$ cat src/include/pmd_params.svh
// constants of the peripheral module disable block
`ifndef PMD_PARAMS_SVH
`define PMD_PARAMS_SVH

`define PMD_NUM_REGS      5
`define PMD_NUM_CH        40
`define PMD_OFS_CTRL0     12'h000
`define PMD_OFS_CTRL1     12'h004
`define PMD_OFS_CTRL2     12'h008
`define PMD_OFS_CTRL3     12'h00C
`define PMD_OFS_CTRL4     12'h010
`define PMD_OFS_STAT0     12'h020
`define PMD_STAT_GRP_BIT  5
`define PMD_MASK_CTRL0    8'hC7
`define PMD_MASK_CTRL1    8'hFF
`define PMD_MASK_CTRL2    8'h66
`define PMD_MASK_CTRL3    8'hFF
`define PMD_MASK_CTRL4    8'h22
`define PMD_RESET_CTRL    8'h00
`define PMD_CHAN_MASK     40'h22FF66FF47
`define PMD_SYSTEM_CLOCK_NET_USERS  40'h22FF00FF07
`define PMD_BIT_SYSTEM_CLOCK_NET    7
`define PMD_BIT_VREF      6
`define PMD_BIT_NVM       2
`define PMD_BIT_REFCLK    1
`define PMD_BIT_PINCHG    0
`define PMD_CLK_NS        20
`define PMD_INSTR_CLKS    4
`define PMD_NVM_WAKE_NS   1000
`define PMD_NVM_WAKE_CYC  ((`PMD_NVM_WAKE_NS + `PMD_CLK_NS - 1) / `PMD_CLK_NS)

`endif

$ cat src/include/pmd_pkg.sv
// types shared by the peripheral module disable block
package pmd_pkg;
	typedef enum logic [2:0] {
		PMD_ST_ON   = 3'b001,
		PMD_ST_OFF  = 3'b010,
		PMD_ST_WAKE = 3'b100
	} pmd_state_e;
	typedef logic [7:0] pmd_byte_t;
endpackage

$ cat src/logic/pmd_chan.sv
// per-peripheral disable sequencer with registered gates
`timescale 1ns/1ps
`default_nettype none
module pmd_chan #(
	parameter int WAKE_CYCLES = 4
) (
	input  wire logic clk_sys,
	input  wire logic reset_n,
	input  wire logic off,
	input  wire logic sys_gate,
	output var  logic clk_en,
	output var  logic rst_n,
	output var  logic out_en,
	output var  logic insel_en,
	output var  logic active
);
	localparam int CW = (WAKE_CYCLES > 1) ? $clog2(WAKE_CYCLES) : 1;
	localparam logic [CW-1:0] LAST = CW'(WAKE_CYCLES - 1);

	if (WAKE_CYCLES < 1) begin : g_bad
		$error("pmd_chan: WAKE_CYCLES must be at least one");
	end

	pmd_pkg::pmd_state_e state_r;
	pmd_pkg::pmd_state_e state_nxt;
	logic [CW-1:0]       cnt_r;
	logic [CW-1:0]       cnt_nxt;
	logic                wake_done;

	assign wake_done = (cnt_r == LAST);

	always_comb begin
		state_nxt = state_r;
		cnt_nxt   = cnt_r;
		unique case (state_r)
			pmd_pkg::PMD_ST_ON: begin
				if (off)
					state_nxt = pmd_pkg::PMD_ST_OFF;
			end
			pmd_pkg::PMD_ST_OFF: begin
				cnt_nxt = '0;
				if (!off)
					state_nxt = pmd_pkg::PMD_ST_WAKE;
			end
			pmd_pkg::PMD_ST_WAKE: begin
				cnt_nxt = cnt_r + CW'(1);
				if (off)
					state_nxt = pmd_pkg::PMD_ST_OFF;
				else if (wake_done)
					state_nxt = pmd_pkg::PMD_ST_ON;
			end
			default: state_nxt = pmd_pkg::PMD_ST_OFF;
		endcase
	end

	always_ff @(posedge clk_sys) begin
		if (!reset_n) begin
			state_r  <= pmd_pkg::PMD_ST_ON;
			cnt_r    <= '0;
			clk_en   <= 1'b1;
			rst_n    <= 1'b1;
			out_en   <= 1'b1;
			insel_en <= 1'b1;
			active   <= 1'b1;
		end else begin
			state_r  <= state_nxt;
			cnt_r    <= cnt_nxt;
			clk_en   <= (state_nxt != pmd_pkg::PMD_ST_OFF) && !sys_gate;
			rst_n    <= (state_nxt == pmd_pkg::PMD_ST_ON);
			out_en   <= (state_nxt == pmd_pkg::PMD_ST_ON);
			insel_en <= (state_nxt == pmd_pkg::PMD_ST_ON);
			active   <= (state_nxt == pmd_pkg::PMD_ST_ON);
		end
	end
endmodule // pmd_chan
`default_nettype wire

$ cat src/logic/pmd_sfr_guard.sv
// blanks register access of peripherals that are not active
`timescale 1ns/1ps
`default_nettype none
module pmd_sfr_guard #(
	parameter int N = 40
) (
	input  wire logic         clk_sys,
	input  wire logic         reset_n,
	input  wire logic [N-1:0] active,
	input  wire logic [N-1:0] sfr_sel,
	input  wire logic         sfr_wr,
	input  wire logic         sfr_rd,
	input  wire logic [N*8-1:0] sfr_rdata_in,
	output var  logic [N-1:0] sfr_wr_go,
	output var  logic [7:0]   sfr_rdata
);
	if (N < 1) begin : g_bad
		$error("pmd_sfr_guard: N must be at least one");
	end

	logic [N*8-1:0] lane;
	logic [7:0]     rd_or;

	for (genvar i = 0; i < N; i++) begin : g_lane
		assign lane[i*8 +: 8] = (sfr_sel[i] && active[i]) ?
			sfr_rdata_in[i*8 +: 8] : 8'h00;
	end

	always_comb begin
		rd_or = 8'h00;
		for (int i = 0; i < N; i++)
			rd_or = rd_or | lane[i*8 +: 8];
	end

	always_ff @(posedge clk_sys) begin
		if (!reset_n) begin
			sfr_wr_go <= '0;
			sfr_rdata <= 8'h00;
		end else begin
			sfr_wr_go <= sfr_wr ? (sfr_sel & active) : '0;
			sfr_rdata <= sfr_rd ? rd_or : 8'h00;
		end
	end
endmodule // pmd_sfr_guard
`default_nettype wire

$ cat src/logic/pmd_top.sv
// peripheral module disable controller with APB register port
`timescale 1ns/1ps
`default_nettype none
`include "pmd_params.svh"
module pmd_top #(
	parameter int          ADDR_W        = 12,
	parameter int          WAKE_CYCLES   = `PMD_INSTR_CLKS,
	parameter int          NVM_WAKE      = `PMD_NVM_WAKE_CYC,
	parameter logic [39:0] SYSTEM_CLOCK_NET_USERS  = `PMD_SYSTEM_CLOCK_NET_USERS
) (
	input  wire logic              clk_sys,
	input  wire logic              reset_n,
	// APB slave
	input  wire logic [ADDR_W-1:0] paddr,
	input  wire logic              psel,
	input  wire logic              penable,
	input  wire logic              pwrite,
	input  wire logic [31:0]       pwdata,
	input  wire logic [3:0]        pstrb,
	output var  logic [31:0]       prdata,
	output var  logic              pready,
	output var  logic              pslverr,
	// peripheral gates, one lane per control bit
	output var  logic              system_clock_net_net_en,
	output var  logic [39:0]       periph_clk_en,
	output var  logic [39:0]       periph_rst_n,
	output var  logic [39:0]       periph_out_en,
	output var  logic [39:0]       periph_insel_en,
	// peripheral register access path
	input  wire logic [39:0]       sfr_sel,
	input  wire logic              sfr_wr,
	input  wire logic              sfr_rd,
	input  wire logic [319:0]      sfr_rdata_in,
	output var  logic [39:0]       sfr_wr_go,
	output var  logic [7:0]        sfr_rdata,
	// nonvolatile memory access path
	input  wire logic              ee_rd_req,
	input  wire logic              ee_wr_req,
	input  wire logic              nonvol_control_regs_wr_req,
	input  wire logic [7:0]        ind_ee_rdata_in,
	output var  logic              ee_rd_go,
	output var  logic              ee_wr_go,
	output var  logic              nonvol_control_regs_wr_go,
	output var  logic [7:0]        ind_ee_rdata,
	output var  logic              nvm_data_ready
);
	localparam int NCH = `PMD_NUM_CH;
	localparam int NR  = `PMD_NUM_REGS;
	localparam int NVM_CH = `PMD_BIT_NVM;
	localparam int NCW = (NVM_WAKE > 1) ? $clog2(NVM_WAKE + 1) : 1;
	localparam logic [NCW-1:0] NVM_DONE = NCW'(NVM_WAKE);
	localparam logic [NCH-1:0] CHAN_MASK = `PMD_CHAN_MASK;
	localparam logic [8*NR-1:0] REG_MASK = {
		`PMD_MASK_CTRL4, `PMD_MASK_CTRL3, `PMD_MASK_CTRL2,
		`PMD_MASK_CTRL1, `PMD_MASK_CTRL0
	};
	localparam logic [ADDR_W-1:0] OFS_CTRL0 = ADDR_W'(`PMD_OFS_CTRL0);
	localparam logic [ADDR_W-1:0] OFS_CTRL4 = ADDR_W'(`PMD_OFS_CTRL4);
	localparam logic [ADDR_W-1:0] OFS_STAT0 = ADDR_W'(`PMD_OFS_STAT0);
	localparam logic [ADDR_W-1:0] OFS_STAT4 =
		ADDR_W'(`PMD_OFS_STAT0 + `PMD_OFS_CTRL4);

	if (ADDR_W < 6) begin : g_bad_addr
		$error("pmd_top: ADDR_W must be at least 6");
	end
	if (WAKE_CYCLES < 1) begin : g_bad_wake
		$error("pmd_top: WAKE_CYCLES must be at least one");
	end
	if (NVM_WAKE < 1) begin : g_bad_nvm
		$error("pmd_top: NVM_WAKE must be at least one");
	end

	// control registers, flattened lane by lane
	pmd_pkg::pmd_byte_t ctrl_r [NR];
	logic [8*NR-1:0]    ctrl_flat;
	logic [NCH-1:0]     chan_active;
	logic [8*NR-1:0]    stat_flat;

	for (genvar r = 0; r < NR; r++) begin : g_flat
		assign ctrl_flat[r*8 +: 8] = ctrl_r[r];
	end

	// named control fields
	logic periph_system_clock_net_off;
	logic voltage_ref_off;
	logic nonvol_mem_off;
	logic ref_clock_out_off;
	logic pin_change_irq_off;
	logic num_ctrl_osc_off;
	logic async_serial_off;
	logic sync_serial_port_off;
	logic timer_six_off;
	logic timer_five_off;
	logic timer_four_off;
	logic timer_three_off;
	logic timer_two_off;
	logic timer_one_off;
	logic timer_zero_off;
	logic dig_to_analog_off;
	logic analog_to_dig_off;
	logic comparator_two_off;
	logic comparator_one_off;
	logic waveform_gen_two_off;
	logic waveform_gen_one_off;
	logic pwm_six_off;
	logic pwm_five_off;
	logic capcomp_four_off;
	logic capcomp_three_off;
	logic capcomp_two_off;
	logic capcomp_one_off;

	assign periph_system_clock_net_off    = ctrl_r[0][`PMD_BIT_SYSTEM_CLOCK_NET];
	assign voltage_ref_off      = ctrl_r[0][`PMD_BIT_VREF];
	assign nonvol_mem_off       = ctrl_r[0][`PMD_BIT_NVM];
	assign ref_clock_out_off    = ctrl_r[0][`PMD_BIT_REFCLK];
	assign pin_change_irq_off   = ctrl_r[0][`PMD_BIT_PINCHG];
	assign num_ctrl_osc_off     = ctrl_r[1][7];
	assign async_serial_off     = ctrl_r[4][5];
	assign sync_serial_port_off = ctrl_r[4][1];
	assign timer_six_off        = ctrl_r[1][6];
	assign timer_five_off       = ctrl_r[1][5];
	assign timer_four_off       = ctrl_r[1][4];
	assign timer_three_off      = ctrl_r[1][3];
	assign timer_two_off        = ctrl_r[1][2];
	assign timer_one_off        = ctrl_r[1][1];
	assign timer_zero_off       = ctrl_r[1][0];
	assign dig_to_analog_off    = ctrl_r[2][6];
	assign analog_to_dig_off    = ctrl_r[2][5];
	assign comparator_two_off   = ctrl_r[2][2];
	assign comparator_one_off   = ctrl_r[2][1];
	assign waveform_gen_two_off = ctrl_r[3][7];
	assign waveform_gen_one_off = ctrl_r[3][6];
	assign pwm_six_off          = ctrl_r[3][5];
	assign pwm_five_off         = ctrl_r[3][4];
	assign capcomp_four_off     = ctrl_r[3][3];
	assign capcomp_three_off    = ctrl_r[3][2];
	assign capcomp_two_off      = ctrl_r[3][1];
	assign capcomp_one_off      = ctrl_r[3][0];

	// lane 8r+b follows register r bit b; the network bit is no lane
	logic [NCH-1:0] off_vec;
	assign off_vec = {
		2'b00, async_serial_off, 3'b000, sync_serial_port_off, 1'b0,
		waveform_gen_two_off, waveform_gen_one_off, pwm_six_off,
		pwm_five_off, capcomp_four_off, capcomp_three_off,
		capcomp_two_off, capcomp_one_off,
		1'b0, dig_to_analog_off, analog_to_dig_off, 2'b00,
		comparator_two_off, comparator_one_off, 1'b0,
		num_ctrl_osc_off, timer_six_off, timer_five_off, timer_four_off,
		timer_three_off, timer_two_off, timer_one_off, timer_zero_off,
		1'b0, voltage_ref_off, 3'b000, nonvol_mem_off,
		ref_clock_out_off, pin_change_irq_off
	};

	// bus decode
	logic                 setup_ph;
	logic                 access_ph;
	logic                 in_ctrl;
	logic                 in_stat;
	logic                 aligned;
	logic                 hit;
	logic [2:0]           reg_idx;
	logic                 wr_fire;
	logic [7:0]           rd_byte;

	assign setup_ph  = psel && !penable;
	assign access_ph = psel && penable && pready;
	assign aligned   = (paddr[1:0] == 2'b00);
	assign in_ctrl   = aligned && (paddr >= OFS_CTRL0) && (paddr <= OFS_CTRL4);
	assign in_stat   = aligned && (paddr >= OFS_STAT0) && (paddr <= OFS_STAT4);
	assign hit       = in_ctrl || in_stat;
	assign reg_idx   = paddr[4:2];
	assign wr_fire   = access_ph && pwrite && in_ctrl && pstrb[0];
	assign rd_byte   = in_ctrl ? ctrl_flat[reg_idx*8 +: 8] :
		in_stat ? stat_flat[reg_idx*8 +: 8] : 8'h00;

	// bus response, no wait states
	always_ff @(posedge clk_sys) begin
		if (!reset_n) begin
			pready  <= 1'b0;
			pslverr <= 1'b0;
			prdata  <= 32'h0000_0000;
		end else begin
			pready  <= setup_ph;
			pslverr <= setup_ph && !hit;
			prdata  <= (setup_ph && !pwrite) ? {24'h00_0000, rd_byte} :
				32'h0000_0000;
		end
	end

	for (genvar r = 0; r < NR; r++) begin : g_reg
		always_ff @(posedge clk_sys) begin
			if (!reset_n) begin
				ctrl_r[r] <= `PMD_RESET_CTRL;
			end else if (wr_fire && reg_idx == 3'(r)) begin
				ctrl_r[r] <= pwdata[7:0] & REG_MASK[r*8 +: 8];
			end
		end
	end

	// system clock network gate
	always_ff @(posedge clk_sys) begin
		if (!reset_n)
			system_clock_net_net_en <= 1'b1;
		else
			system_clock_net_net_en <= !periph_system_clock_net_off;
	end

	// one sequencer per implemented disable bit except the network bit
	for (genvar i = 0; i < NCH; i++) begin : g_ch
		if (CHAN_MASK[i]) begin : g_on
			logic sys_gate;
			assign sys_gate = SYSTEM_CLOCK_NET_USERS[i] && periph_system_clock_net_off;
			pmd_chan #(
				.WAKE_CYCLES (WAKE_CYCLES)
			) u_chan (
				.clk_sys  (clk_sys),
				.reset_n  (reset_n),
				.off      (off_vec[i]),
				.sys_gate (sys_gate),
				.clk_en   (periph_clk_en[i]),
				.rst_n    (periph_rst_n[i]),
				.out_en   (periph_out_en[i]),
				.insel_en (periph_insel_en[i]),
				.active   (chan_active[i])
			);
		end else begin : g_none
			assign periph_clk_en[i]   = 1'b0;
			assign periph_rst_n[i]    = 1'b0;
			assign periph_out_en[i]   = 1'b0;
			assign periph_insel_en[i] = 1'b0;
			assign chan_active[i]     = 1'b0;
		end
	end

	// status view: which peripherals run
	assign stat_flat = chan_active;

	pmd_sfr_guard #(
		.N (NCH)
	) u_guard (
		.clk_sys      (clk_sys),
		.reset_n      (reset_n),
		.active       (chan_active),
		.sfr_sel      (sfr_sel),
		.sfr_wr       (sfr_wr),
		.sfr_rd       (sfr_rd),
		.sfr_rdata_in (sfr_rdata_in),
		.sfr_wr_go    (sfr_wr_go),
		.sfr_rdata    (sfr_rdata)
	);

	// memory wake timer
	logic [NCW-1:0] nvm_cnt_r;
	logic [NCW-1:0] nvm_cnt_nxt;
	logic           nvm_ok;
	logic           nvm_gate;

	assign nvm_cnt_nxt = !chan_active[NVM_CH] ? '0 :
		(nvm_cnt_r == NVM_DONE) ? nvm_cnt_r : nvm_cnt_r + NCW'(1);
	assign nvm_ok = chan_active[NVM_CH] && (nvm_cnt_r == NVM_DONE);
	// gate ee reads, writes and pointer data on the registered flag; control register writes need only the lane active
	assign nvm_gate = nvm_data_ready && chan_active[NVM_CH];

	always_ff @(posedge clk_sys) begin
		if (!reset_n) begin
			nvm_cnt_r      <= '0;
			nvm_data_ready <= 1'b0;
			ee_rd_go       <= 1'b0;
			ee_wr_go       <= 1'b0;
			nonvol_control_regs_wr_go   <= 1'b0;
			ind_ee_rdata   <= 8'h00;
		end else begin
			nvm_cnt_r      <= nvm_cnt_nxt;
			nvm_data_ready <= nvm_ok;
			ee_rd_go       <= ee_rd_req && nvm_gate;
			ee_wr_go       <= ee_wr_req && nvm_gate;
			nonvol_control_regs_wr_go   <= nonvol_control_regs_wr_req && chan_active[NVM_CH];
			ind_ee_rdata   <= nvm_gate ? ind_ee_rdata_in : 8'h00;
		end
	end
endmodule // pmd_top
`default_nettype wire

$ cat config.mk
export PLATFORM = sky130hd
export DESIGN_NAME = pmd_top
export DESIGN_NICKNAME = d
export VERILOG_FILES = /design/src/include/pmd_pkg.sv /design/src/logic/pmd_chan.sv /design/src/logic/pmd_sfr_guard.sv /design/src/logic/pmd_top.sv
export VERILOG_INCLUDE_DIRS = /design/src /design/src/include
export SDC_FILE = /design/constraint.sdc
export NUM_CORES = 1
export LEC_CHECK = 0
export ABC_AREA = 1
export BUFFER_PORTS_ARGS = -buffer_cell sky130_fd_sc_hd__buf_2
export CORE_AREA = 2 2 262 264
export CTS_CLUSTER_DIAMETER = 60
export DETAILED_ROUTE_END_ITERATION = 10
export DIE_AREA = 0 0 264 266
export HOLD_SLACK_MARGIN = 0.06
export PLACE_DENSITY = 0.43
export SYNTH_ARGS = -nofsm -noshare
export SYNTH_HDL_FRONTEND = slang
export SYNTH_SLANG_ARGS = --single-unit
$ cat constraint.sdc
create_clock -name clk_sys -period 3.7 [get_ports clk_sys]
set_input_delay 0.37 -clock clk_sys [delete_from_list [all_inputs] [get_ports clk_sys]]
set_output_delay 0.37 -clock clk_sys [all_outputs]
set_load 0.05 [all_outputs]
Yosys cells after proc, flatten, opt, wreduce, memory -nomap -nowiden. Memories as Yosys holds them, arrays and structs flattened. Index checks and enable logic that the tools add are counted.

Register bits: 283. RAM bits: 40. Input port bits: 426. Output and inout port bits: 255. Memories: 1.

Add/subtract/negate cells: 27. Order comparisons: 4. Equality and inequality tests: 161. Shifts and indexed selects: 2. Multiplexer cells: 205. Bitwise logic cells: 31. Reduce and logical (&&, ||, !) cells: 107.

Memories: ctrl_r (words 5, bits a word 8, rd ports 5, clocked after memory_dff 0, wr ports 5, line pmd_top.sv:74) `pmd_pkg::pmd_byte_t ctrl_r [NR];`.

Operators by type and width (count): $mux W3 (104); $mux W8 (33); $pmux W3 S3 (26); $or A8 B8 Y8 (25); $eq A3 B1 Y1 const B (53); $pmux W2 S2 (26); $eq A3 B2 Y1 const B (28); $eq A3 B3 Y1 const B (27); $shiftx A40 B7 Y8 (2); $ne A3 B2 Y1 const B (26); $logic_and A1 B1 Y1 (69); $add A2 B1 Y2 const B (26); $eq A2 B2 Y1 const B (26); $reduce_bool A2 Y1 (26); $and A40 B38 Y40 (1); $mux W1 (16); $ge A12 B1 Y1 const B (1); $ge A12 B6 Y1 const B (1); $le A12 B5 Y1 const B (1); $le A12 B6 Y1 const B (1); $reduce_and A2 Y1 (5); $add A6 B1 Y6 const B (1); $eq A6 B6 Y1 const B (1); $or A1 B1 Y1 (5); 4 further kinds (7).

Longest topological paths before layout.
Depth after elaboration: 27. Gate-level depth with buffers: 10.

Modules after synthesis. Synthesis repeated with hierarchy kept, for this count alone.

Cell total of the unflattened synthesis: 2207. Area, all modules: 15653.8 µm².

By module, submodules not included: pmd_chan (instances 26, cells each 39, area each 316.6 µm², seq. area each 140.1 µm²); pmd_sfr_guard (instances 1, cells each 814, area each 4280.4 µm², seq. area each 960.9 µm²); pmd_top (instances 1, cells each 379, area each 3143.0 µm², seq. area each 1391.3 µm²).

Least setup slack after synthesis. Ideal clock, no wire load.

Path type: reg2reg. Start: register pready. End: memory ctrl_r[1][0] in the netlist's numbering (enable). Library setup time: 374 ps. Arrival: 1729 ps. Data required time: 3326 ps. Setup slack: 1597 ps. Cell stages (with the launch flop): 6. Clock period less this slack: 2103 ps. Path through: dfxtp_1 -> nand3_1 -> nand3b_1 -> nor2_8 -> nand2_1 -> o21ai_1.

RTL lines: start, declared (line pmd_top.sv:21) `output var logic pready,`; start signal, assigned (line pmd_top.sv:184) `pready <= setup_ph;`; end, declared (line pmd_top.sv:74).

==> reports/qor.yml <==
slew_headroom: 0.436
port_buffers: 433
arrival_ns: 2.37
antenna_found_initial: 10
worstHoldStart: "sfr_sel[14]"
ys.warnings.count: 0
place_congestion: 0.915
drv_cap: 0
synthCells: 1840
grt_pass1_wl_mm: 79.7
synthTopCellsByCount: "nand2_1 (580), dfxtp_1 (245), nor2_1 (222), inv_1 (202), buf_4 (199)"
clock_path_buffers: 3
core_um2: 67700
viasPerCell: 4.01
rsz0062_at_grt: "no"
cts_max_level: 2
cp_max_fo: 8
synth_fa_ha_area_frac: 0.0265
grt_max_degree: 77
drt-initial-drc-count: 569
tightest_slew_ns: 0.840
grt-ovfl-total: 0
grt_usage: 0.157
ant_nets: 0
status: "finished, final reports clean"
reg2reg_from: "pready"
drive_gt1_frac: 0.234
skew_ns: 0.0254
ys_types: 34
synthSimpleGateAreaFrac: 0.280
async_flop_share: 0
critPathSlowestCell: "o21ai_1"
end_kind: "register"
max_freq_ghz: 0.454
post_cts_resized: 0
num_io_pins: 681
synth_top_area_cell: "dfxtp_1"
ys.flop_type: "dfxtp_1"
avgRoutedWirePerCell_um: 18.3
die-area_um2: 70200
drtPass1Iterations: 5
drc_errors: 0
synth-xor-area-share: 0.000662
seq_area_frac_synth: 0.432
ys_top_cells_by_area: "dfxtp_1 (37%), nand2_1 (16%), buf_4 (11%)"
hold_viol: 0
hp-class: "primary input to register"
start_kind: "register"
path_clk_slew_ns: 0.06
crit_start: "pready"
dr_total_vias: 12572
cts-root-buf: "clkbuf_16"
ys_ff_latch: 272
dpl.hpwl_mm: 46.9
setup_violations: 0
crit_required_ns: 3.87
syn_area_per_cell_um2: 7.19
nFillCells: 7611
clk_latency_ns: 0.56
final.setup.tns_ns: 0
numCtsBuffers: 40
power.leakage_nw: 8.77
rows: 96
muxShareOfSynthArea: 0
synth_most_common_cell: "nand2_1"
routed_wl_mm: 57.2
crit_chain: "nand3_1 > nand3b_1 > nor2_8 > nand2_1 > o21ai_1"
hold_slack_ns: 0.0994
die-height_um: 266
area_growth_pct: 28.3
nets: 2672
synth_compound_area_frac: 0.0820
final_core_util: 0.250
critPathKind: "register to register"
cts_tree: "yes"
cts_num_sinks: 272
slew_violations: 0
yosysTopAreaCellShare: 0.371
finalCritPeriodShare: 0.596
fin_crit_ns: 2.20
start_util: 0.195
max_stage_delay_ns: 0.68
regArea_um2: 5720
synth_area_um2: 13200
die_w_um: 264
synth_top_family_by_area: "simple AND/OR/NAND/NOR gates"
powerDensity_nw_per_um2: 584
ir_drop_mv: 0.324
cts_setup_buffers: 0
multi_input_area_um2: 5500
grt_pass1_vias: 12146
synth_edf_count: 27
## area by class of cell
class	count	area share
flip-flops and latches	272	0.337
multi-input cells	1235	0.324
clock inverters	21	0.0131
clock buffers	52	0.0695
diodes	1	0.000147
repair buffers	463	0.146
well taps	882	0.0650
inverters	206	0.0456
## worst max-delay path: cells and delay by family (launching register included)
kind | cells | cell delay (ns)
DFF | 1 | 0.33
AOI/OAI and AO/OA | 1 | 0.68
and+or+nand+nor | 4 | 0.80
## cells by family (layout without fill, tap and decap cells)
group,Yosys count,after routing
buffers and inverters,426,742
AO/OA/AOI/OAI,196,196
adder cells (fa/ha/maj),28,28
flip-flops,272,272
other,1,95
AND/OR/NAND/NOR,916,916
XOR/XNOR,1,1
## through the flow
| stage | cells | power (mW) | instance area [um2] | setup WS, ns |
|---|---|---|---|---|
| finish | 3132 | 9.91 | 17000 | 1.50 |
| detailed placement | 3036 | 6.03 | 15300 | 1.09 |
| global placement | 3036 | 6.01 | 15300 | 1.14 |
| floorplan | 1933 | 5.48 | 13600 | 1.60 |
| global route | 3132 | 10.4 | 17000 | 1.34 |
| CTS | 3131 | 10.1 | 17000 | 1.48 |
## cells in the final DEF (no fill, tap or decap), types with 5 or more instances in the layout
| cell type | synthesis | layout |
|---|---|---|
| nand2_1 | 580 | 580 |
| buf_2 | 1 | 433 |
| dfxtp_1 | 245 | 245 |
| nor2_1 | 222 | 222 |
| inv_1 | 202 | 202 |
| a21oi_1 | 110 | 110 |
| conb_1 | 1 | 94 |
| nand3_1 | 57 | 57 |
| clkbuf_16 | 0 | 43 |
| o21ai_0 | 36 | 36 |
| ha_1 | 28 | 28 |
| a211oi_1 | 27 | 27 |
| edfxtp_1 | 27 | 27 |
| nor3_1 | 25 | 25 |
| dlygate4sd3_1 | 0 | 22 |
| nand4_1 | 12 | 12 |
| a31oi_1 | 8 | 8 |
| nand3b_1 | 7 | 7 |
| clkbuf_8 | 0 | 7 |
| o22ai_1 | 6 | 6 |
| buf_4 | 199 | 6 |
| clkinv_2 | 0 | 5 |
## repair_timing
action,CTS,global route
endpoints found under the hold margin,22,0
hold buffers,22,0
endpoints found under the setup margin,0,0
## per-layer routing
layer / global-route usage / part of all wire / vias up
met2: 0.287 / 0.51 / 440
met4: 0.0579 / 0.037 / 4
met5: 0 / 0.00047 / -
li1: - / - / 6271
met3: 0.0296 / 0.053 / 100
met1: 0.180 / 0.40 / 5757
## worst paths after layout
| check | end | slack, ns | depth (start not counted) |
|---|---|---|---|
| min reg2reg | g_ch[21].g_on.u_chan.cnt_r[0] | 0.45 | 1 |
| min | u_guard.sfr_wr_go[14] | 0.1 | 3 |
| max | ctrl_r[3][0] | 1.50 | 5 |
| max reg2reg | ctrl_r[3][0] | 1.50 | 5 |
## registers in the layout, summed over array words and instances (netlist names)
register                   flops
ctrl_r                        27
ee_wr_go                       1
nonvol_control_regs_wr_go      1
pready                         1
ee_rd_go                       1
g_ch.g_on.u_chan.rst_n        26
u_guard.sfr_rdata              8
g_ch.g_on.u_chan.clk_en       26
u_guard.sfr_wr_go             26
nvm_cnt_r                      6
system_clock_net_net_en        1
pslverr                        1
prdata                         8
g_ch.g_on.u_chan.cnt_r        52
ind_ee_rdata                   8
g_ch.g_on.u_chan.state_r      78
nvm_data_ready                 1
## power breakdown
group          switching (mW)  internal (mW)  total [mW]  leakage (nW)
Sequential              0.253           3.23        3.49          2.31
Clock                    1.52           2.43        3.95         0.688
Combinational            1.92          0.553        2.47          5.77
Power figures use the tool's default switching activity.
